--- src/inc/dcm_pkg.sv ---
// constants and types shared by the dma channel enable and mask control block
package dcm_pkg;
  localparam int unsigned NUM_CH = 14;
  localparam int unsigned ADDR_W = 32;
  localparam int unsigned DATA_W = 32;
  typedef logic [NUM_CH-1:0] dcm_ch_t;
  // register byte addresses
  localparam logic [ADDR_W-1:0] MASK_SET_ADDR   = 32'h4001_0020;
  localparam logic [ADDR_W-1:0] MASK_CLEAR_ADDR = 32'h4001_0024;
  localparam logic [ADDR_W-1:0] EN_SET_ADDR     = 32'h4001_0028;
  localparam logic [ADDR_W-1:0] EN_CLEAR_ADDR   = 32'h4001_002c;
  localparam logic [ADDR_W-1:0] REQ_STAT_ADDR   = 32'h4001_0040;
  // reset values
  localparam dcm_ch_t CH_RESET = 14'h0000;
  localparam logic [DATA_W-1:0] ZERO_WORD = 32'h0000_0000;
  localparam int unsigned HI_PAD_W = DATA_W - NUM_CH;
  localparam logic [HI_PAD_W-1:0] HI_PAD = 18'h00000;
  typedef enum logic [1:0] {
    DCM_DEC_NONE,
    DCM_DEC_MASK_SET,
    DCM_DEC_MASK_CLR,
    DCM_DEC_EN
  } dcm_dec_t;
endpackage

--- src/hdl/dcm_req_sync.sv ---
// two flip-flop synchroniser for the peripheral request lines
`timescale 1ns/1ns
module dcm_req_sync (
  input  wire logic           pclk,
  input  wire logic           presetn,
  input  wire dcm_pkg::dcm_ch_t async_in,
  output dcm_pkg::dcm_ch_t     sync_out
);
  import dcm_pkg::*;
  typedef struct packed {
    dcm_ch_t meta;
    dcm_ch_t sync;
  } dcm_sync_state_t;
  dcm_sync_state_t st_reg;
  dcm_sync_state_t st_next;

  // first stage feeds only the second stage
  always_comb begin
    st_next.meta = async_in;
    st_next.sync = st_reg.meta;
  end

  always_ff @(posedge pclk or negedge presetn) begin
    if (!presetn) begin
      st_reg <= '{meta: CH_RESET, sync: CH_RESET};
    end else begin
      st_reg <= st_next;
    end
  end

  assign sync_out = st_reg.sync;
endmodule

--- src/hdl/dcm_ch_bit.sv ---
// one channel's enable and request mask state with request gating
`timescale 1ns/1ns
module dcm_ch_bit (
  input  wire logic pclk,
  input  wire logic presetn,
  input  wire logic en_set,
  input  wire logic en_clear,
  input  wire logic done,
  input  wire logic mask_set,
  input  wire logic mask_clear,
  input  wire logic req_in,
  output logic      enabled,
  output logic      masked,
  output logic      req_out
);
  typedef struct packed {
    logic en;
    logic msk;
    logic req;
  } dcm_bit_state_t;
  dcm_bit_state_t st_reg;
  dcm_bit_state_t st_next;

  // set wins over clear when both land in one cycle so no write is lost
  always_comb begin
    st_next = st_reg;
    if (en_set) begin
      st_next.en = 1'b1;
    end else if (en_clear || done) begin
      st_next.en = 1'b0;
    end
    if (mask_set) begin
      st_next.msk = 1'b1;
    end else if (mask_clear) begin
      st_next.msk = 1'b0;
    end
    // masked channel passes no peripheral request
    st_next.req = req_in && !st_reg.msk && st_reg.en;
  end

  always_ff @(posedge pclk or negedge presetn) begin
    if (!presetn) begin
      st_reg <= '{en: 1'b0, msk: 1'b0, req: 1'b0};
    end else begin
      st_reg <= st_next;
    end
  end

  assign enabled = st_reg.en;
  assign masked  = st_reg.msk;
  assign req_out = st_reg.req;
endmodule

--- src/hdl/dcm_ctrl.sv ---
// apb register slave for dma channel enable and request mask control
`timescale 1ns/1ns
module dcm_ctrl (
  input  wire logic                     pclk,
  input  wire logic                     presetn,
  input  wire logic                     psel,
  input  wire logic                     penable,
  input  wire logic                     pwrite,
  input  wire logic [dcm_pkg::ADDR_W-1:0] paddr,
  input  wire logic [dcm_pkg::DATA_W-1:0] pwdata,
  output logic [dcm_pkg::DATA_W-1:0]    prdata,
  output logic                          pready,
  output logic                          pslverr,
  input  wire dcm_pkg::dcm_ch_t         periph_req,
  input  wire dcm_pkg::dcm_ch_t         cycle_done,
  output dcm_pkg::dcm_ch_t              ch_enabled,
  output dcm_pkg::dcm_ch_t              ch_req
);
  import dcm_pkg::*;

  typedef struct packed {
    logic [DATA_W-1:0] rdata;
    logic              ready;
    logic              err;
    dcm_ch_t           en_out;
  } dcm_bus_state_t;
  dcm_bus_state_t st_reg;
  dcm_bus_state_t st_next;

  dcm_ch_t  req_sync;
  dcm_ch_t  en_bits;
  dcm_ch_t  msk_bits;
  dcm_ch_t  req_bits;
  dcm_ch_t  wr_en_set;
  dcm_ch_t  wr_en_clr;
  dcm_ch_t  wr_msk_set;
  dcm_ch_t  wr_msk_clr;
  dcm_dec_t dec;
  logic     acc;
  logic     wr_acc;
  logic     hit;

  // peripheral requests come from outside this clock domain
  dcm_req_sync u_sync (
    .pclk     (pclk),
    .presetn  (presetn),
    .async_in (periph_req),
    .sync_out (req_sync)
  );

  // address decode; enable-set and enable-clear share one read view
  always_comb begin
    dec = DCM_DEC_NONE;
    hit = 1'b1;
    if (paddr == MASK_SET_ADDR) begin
      dec = DCM_DEC_MASK_SET;
    end else if (paddr == MASK_CLEAR_ADDR) begin
      dec = DCM_DEC_MASK_CLR;
    end else if (paddr == EN_SET_ADDR || paddr == EN_CLEAR_ADDR) begin
      dec = DCM_DEC_EN;
    end else if (paddr == REQ_STAT_ADDR) begin
      dec = DCM_DEC_NONE;
    end else begin
      hit = 1'b0;
    end
  end

  // writes take effect only at the completing access edge
  assign acc    = psel && penable && st_reg.ready;
  assign wr_acc = acc && pwrite;

  // only ones in the written word act, zeros are ignored
  assign wr_en_set  = (wr_acc && paddr == EN_SET_ADDR)     ? pwdata[NUM_CH-1:0] : CH_RESET;
  assign wr_en_clr  = (wr_acc && paddr == EN_CLEAR_ADDR)   ? pwdata[NUM_CH-1:0] : CH_RESET;
  assign wr_msk_set = (wr_acc && paddr == MASK_SET_ADDR)   ? pwdata[NUM_CH-1:0] : CH_RESET;
  assign wr_msk_clr = (wr_acc && paddr == MASK_CLEAR_ADDR) ? pwdata[NUM_CH-1:0] : CH_RESET;

  // one state cell per channel, bit C drives channel C
  genvar c;
  generate
    for (c = 0; c < NUM_CH; c++) begin : g_ch
      dcm_ch_bit u_bit (
        .pclk       (pclk),
        .presetn    (presetn),
        .en_set     (wr_en_set[c]),
        .en_clear   (wr_en_clr[c]),
        .done       (cycle_done[c]),
        .mask_set   (wr_msk_set[c]),
        .mask_clear (wr_msk_clr[c]),
        .req_in     (req_sync[c]),
        .enabled    (en_bits[c]),
        .masked     (msk_bits[c]),
        .req_out    (req_bits[c])
      );
    end
  endgenerate

  // one wait state: ready rises in the second access cycle, low otherwise
  always_comb begin
    st_next        = st_reg;
    st_next.ready  = psel && penable && !st_reg.ready;
    st_next.err    = 1'b0;
    st_next.rdata  = ZERO_WORD;
    st_next.en_out = en_bits;
    if (psel && penable && !st_reg.ready) begin
      st_next.err = !hit;
      if (!pwrite && hit) begin
        if (dec == DCM_DEC_EN) begin
          st_next.rdata = {HI_PAD, en_bits};
        end else if (dec == DCM_DEC_MASK_SET) begin
          st_next.rdata = {HI_PAD, msk_bits};
        end else if (paddr == REQ_STAT_ADDR) begin
          st_next.rdata = {HI_PAD, req_bits};
        end else begin
          st_next.rdata = ZERO_WORD; // mask-clear is write only
        end
      end
    end
  end

  always_ff @(posedge pclk or negedge presetn) begin
    if (!presetn) begin
      st_reg <= '{rdata: ZERO_WORD, ready: 1'b0, err: 1'b0, en_out: CH_RESET};
    end else begin
      st_reg <= st_next;
    end
  end

  assign prdata     = st_reg.rdata;
  assign pready     = st_reg.ready;
  assign pslverr    = st_reg.err;
  assign ch_enabled = st_reg.en_out;
  assign ch_req     = req_bits;
endmodule

--- config.mk ---
export PLATFORM = sky130hd
export DESIGN_NAME = dcm_ctrl
export DESIGN_NICKNAME = d
export VERILOG_FILES = /design/src/inc/dcm_pkg.sv /design/src/hdl/dcm_req_sync.sv /design/src/hdl/dcm_ch_bit.sv /design/src/hdl/dcm_ctrl.sv
export SDC_FILE = /design/constraint.sdc
export NUM_CORES = 1
export LEC_CHECK = 0
export BUFFER_PORTS_ARGS = -buffer_cell sky130_fd_sc_hd__clkbuf_2
export CAP_MARGIN = 20
export CORE_MARGIN = 5
export CORE_UTILIZATION = 53
export CTS_CLUSTER_DIAMETER = 100
export DETAILED_ROUTE_END_ITERATION = 10
export HOLD_SLACK_MARGIN = 0.02
export PLACE_DENSITY_LB_ADDON = 0.08
export REMOVE_ABC_BUFFERS = 1
export SKIP_LAST_GASP = 1
export SLEW_MARGIN = 30
export SYNTH_ARGS = -nofsm -noshare
export SYNTH_HDL_FRONTEND = slang
export SYNTH_SLANG_ARGS = --single-unit
--- constraint.sdc ---
create_clock -name pclk -period 4.34 [get_ports pclk]
set_input_delay 1.085 -clock pclk [delete_from_list [all_inputs] [get_ports pclk]]
set_output_delay 1.085 -clock pclk [all_outputs]
set_load 0.01 [all_outputs]
==> summary.md <==
| Metric | Value |
|---|---|
| Run status | `finished, final reports clean` |
| Sequential share of power | `56.8%` |
| Synth warn | `0` |
| Maxcap violations | `0` |
| Die area | `10200 sq um` |
| Clk slew on worst S/H paths | `90 ps` |
| Worst Hold Depth | `0` |
| Die Span Y | `101 um` |
| CTS Sinks | `100` |
| Hold WS | `354 ps` |
| Int Pwr | `0.00130 W` |
| Cells after DPL | `607` |
| HP Start | `u_sync.st_next[6]` |
| Critical path class | `primary input to register` |
| Slew HR | `42.5%` |
| Worst-margin pin slew | `861 ps` |
| Max Slew Vio Count | `0` |
| Fill cells | `697` |
| Detailed Route Iter0 Violations | `approximately 120` |
| TNS Setup | `0 ps` |
| Most frequent cell after synthesis | `dfrtp_1` |
| Finished Layout Cells | `approximately 620` |
| Post-synthesis instance area | `between 4000 and 5000 sq um` |
| Vias per cell | `5.44` |
| CTS tree | `done` |
| Yosys top cell area share | `57.2%` |
| Buffers on Ports | `about 120` |
| Post-DP HPWL | `7020 um` |
| RSZ-0062 raised after global routing | `false` |
| Final setup fails | `0` |
| Row count | `33` |
| Area contributors post-synth | `dfrtp_1 (57%), buf_4 (5.5%), nand3_1 (5.3%)` |
| #FFs+latches synth | `100` |
| Crit path max fanout | `28` |
| DR WL/cell | `16.7 um` |
| Ant diodes | `0` |
| Worst Hold Endpoint | `u_sync.sync_out[6]` |
| Reg2Reg Depth | `5` |
| Sequential share of the synthesized area | `57.2%` |
| Switching pwr | `0.000369 W` |
| DRC Markers | `0` |
| Clock Latency Late Sink | `approximately 360 ps` |
| Gr ovfl total | `0` |
| Async SR Flop Fraction | `100%` |
| Initial antenna violation count | `0` |
| Fin. Hold Viols | `0` |
| Die X | `about 100 um` |
| Vias in the first global route | `3308` |
| Final wirelength | `10400 um` |
| Pleak | `2.39 nW` |
| Worst Hold Class | `register to register` |
| VDD IR max | `0.188 mV` |
| CP endpoint kind | `register` |
| Power Density | `325 nW/um^2` |
| Core area | `8130 sq um` |
| Layout cells sized above 1 | `29.8%` |
| Comb power frac | `6.2%` |
| Root Driver | `clkbuf_8` |
| Htree depth | `3` |
| IO Pins | `about 160` |
| Synth cell count leaders | `dfrtp_1 (100), nand3_1 (46), buf_4 (32)` |
| Synth-to-layout area growth | `17.4%` |
| Post-synth top area cell | `dfrtp_1` |
| GPL Wtd Cong | `about 0.81` |
| DR vias | `~3400` |
| Fmax | `0.341 GHz` |
| Syn_area_per_cell | `between 10 and 15 sq um` |
| Reg2reg setup slack | `~2300 ps` |
| Reg2reg end | `g_ch[12].u_bit.masked` |
| Switching share of power | `between 20% and 30%` |
| Nets | `610` |
| Post_cts resized | `0` |
| Final worst-path cycle share | `slightly below 70%` |
| Min Clock Period, post-route | `2930 ps` |
| R2r startpoint | `pready` |
| Worst Skew | `7.31 ps` |
| Yosys cell types | `32` |
| WP data arrival | `3200 ps` |
| Postcts setup bufs | `0` |
| CTS Buf Count | `9` |
| Global-route usage over all layers | `21.1%` |
| Largest net degree at the start of global routing | `61` |
| Max clock buf depth | `2` |
| Number of enable flip-flop cells after synthesis | `0` |
| Final ANT Viol Nets | `0` |
| TritonRoute pass-1 iters | `5` |
| Clock network fraction of design power | `37.1%` |
| CP Launch Type | `primary input` |
| Initial Util | `53.8%` |
| Synth Flop Type | `dfrtp_1` |
| Gate Count Post-Synth | `between 400 and 500` |
| # hold bufs at CTS | `0` |
| Worst EP required | `about 4600 ps` |
| First-pass GRT wire length | `16500 um` |
per-stage QoR:
step | power, W | setup WS [ps] | util [%] | instance area, sq um
global placement | 0.00107 | 1050 | 60.7 | 4930
finish | 0.00167 | 1410 | 63.2 | 5140
CTS | 0.00169 | 1400 | 63.2 | 5140
floorplan | 0.000991 | 390 | - | 4090
global route | 0.00174 | 1290 | 63.2 | 5140
detailed placement | 0.00107 | 1020 | 60.7 | 4930
power groups by stage:
stage | clock, W | combinational (W) | sequential [W]
4_1_cts | 0.000636 | 0.000104 | 0.000949
3_5_place_dp | 0 | 0.000104 | 0.000968
5_1_grt | 0.000676 | 0.000115 | 0.000951
3_3_place_gp | 0 | 0.000102 | 0.000967
6_report | 0.000620 | 0.000103 | 0.000949
2_1_floorplan | 0 | 0.0000234 | 0.000967
sequential cells by signal, summed over array words and instances (netlist names):
signal and count:
ch_enabled 14, g_ch.u_bit.enabled 14, g_ch.u_bit.masked 14, g_ch.u_bit.req_out 14, prdata 14, pready 1, pslverr 1, u_sync.st_next 14
u_sync.sync_out 14
area by class of cell:
class                   count  area [sq um]  area share, %
well taps                 105           131           2.56
repair buffers            133           696           13.5
flip-flops and latches    100          2500           48.7
clock buffers              10           128           2.48
inverters                  28           105           2.05
clock inverters             5          77.6           1.51
multi-input cells         241          1500           29.2
cell families (layout without fill, tap and decap cells):
group	Yosys count	in the layout	share of synthesized area, %
mux	14	14	3.20
buf+inv	86	176	10.4
flops	100	100	57.2
compound gates	58	58	9.61
other cells	1	18	0.0857
simple gates	151	151	19.5
layer usage:
metal	GRT usage [%]	share of wire [%]	vias to the layer above
met3	4.01	8.5	13
met4	6.94	1.3	0
met5	0	0	-
met1	27.3	41	1660
li1	-	-	1576
met2	35.6	50	137
worst max-delay path, stage by stage:
cell	delay (ps)
clkbuf_2	130
nor4b_4	500
nand4_2	750
nor3_1	490
mux2i_1	240
cells in the final DEF, fill, tap and decap left out, drive strengths merged, types with 12 or more instances in the layout:
cell type,instances
buf,12
o31ai,14
nand2,18
dfrtp,100
mux2i,14
conb,18
o21a,14
nand2b,14
nand3,46
a211oi,15
o21ai,14
nor3,29
inv,28
nor2,16
clkbuf,131
worst max path at each step:
stage,to,depth (start not counted),startpoint
4_1_cts,g_ch[7].u_bit.enabled,5,paddr[4]
6_report,g_ch[7].u_bit.enabled,5,paddr[4]
3_5_place_dp,g_ch[10].u_bit.enabled,5,paddr[4]
2_1_floorplan,prdata[0],4,paddr[28]
3_3_place_gp,g_ch[12].u_bit.enabled,5,paddr[4]
5_1_grt,g_ch[12].u_bit.enabled,5,paddr[4]
Note: power is estimated with default switching activity, not from simulation.
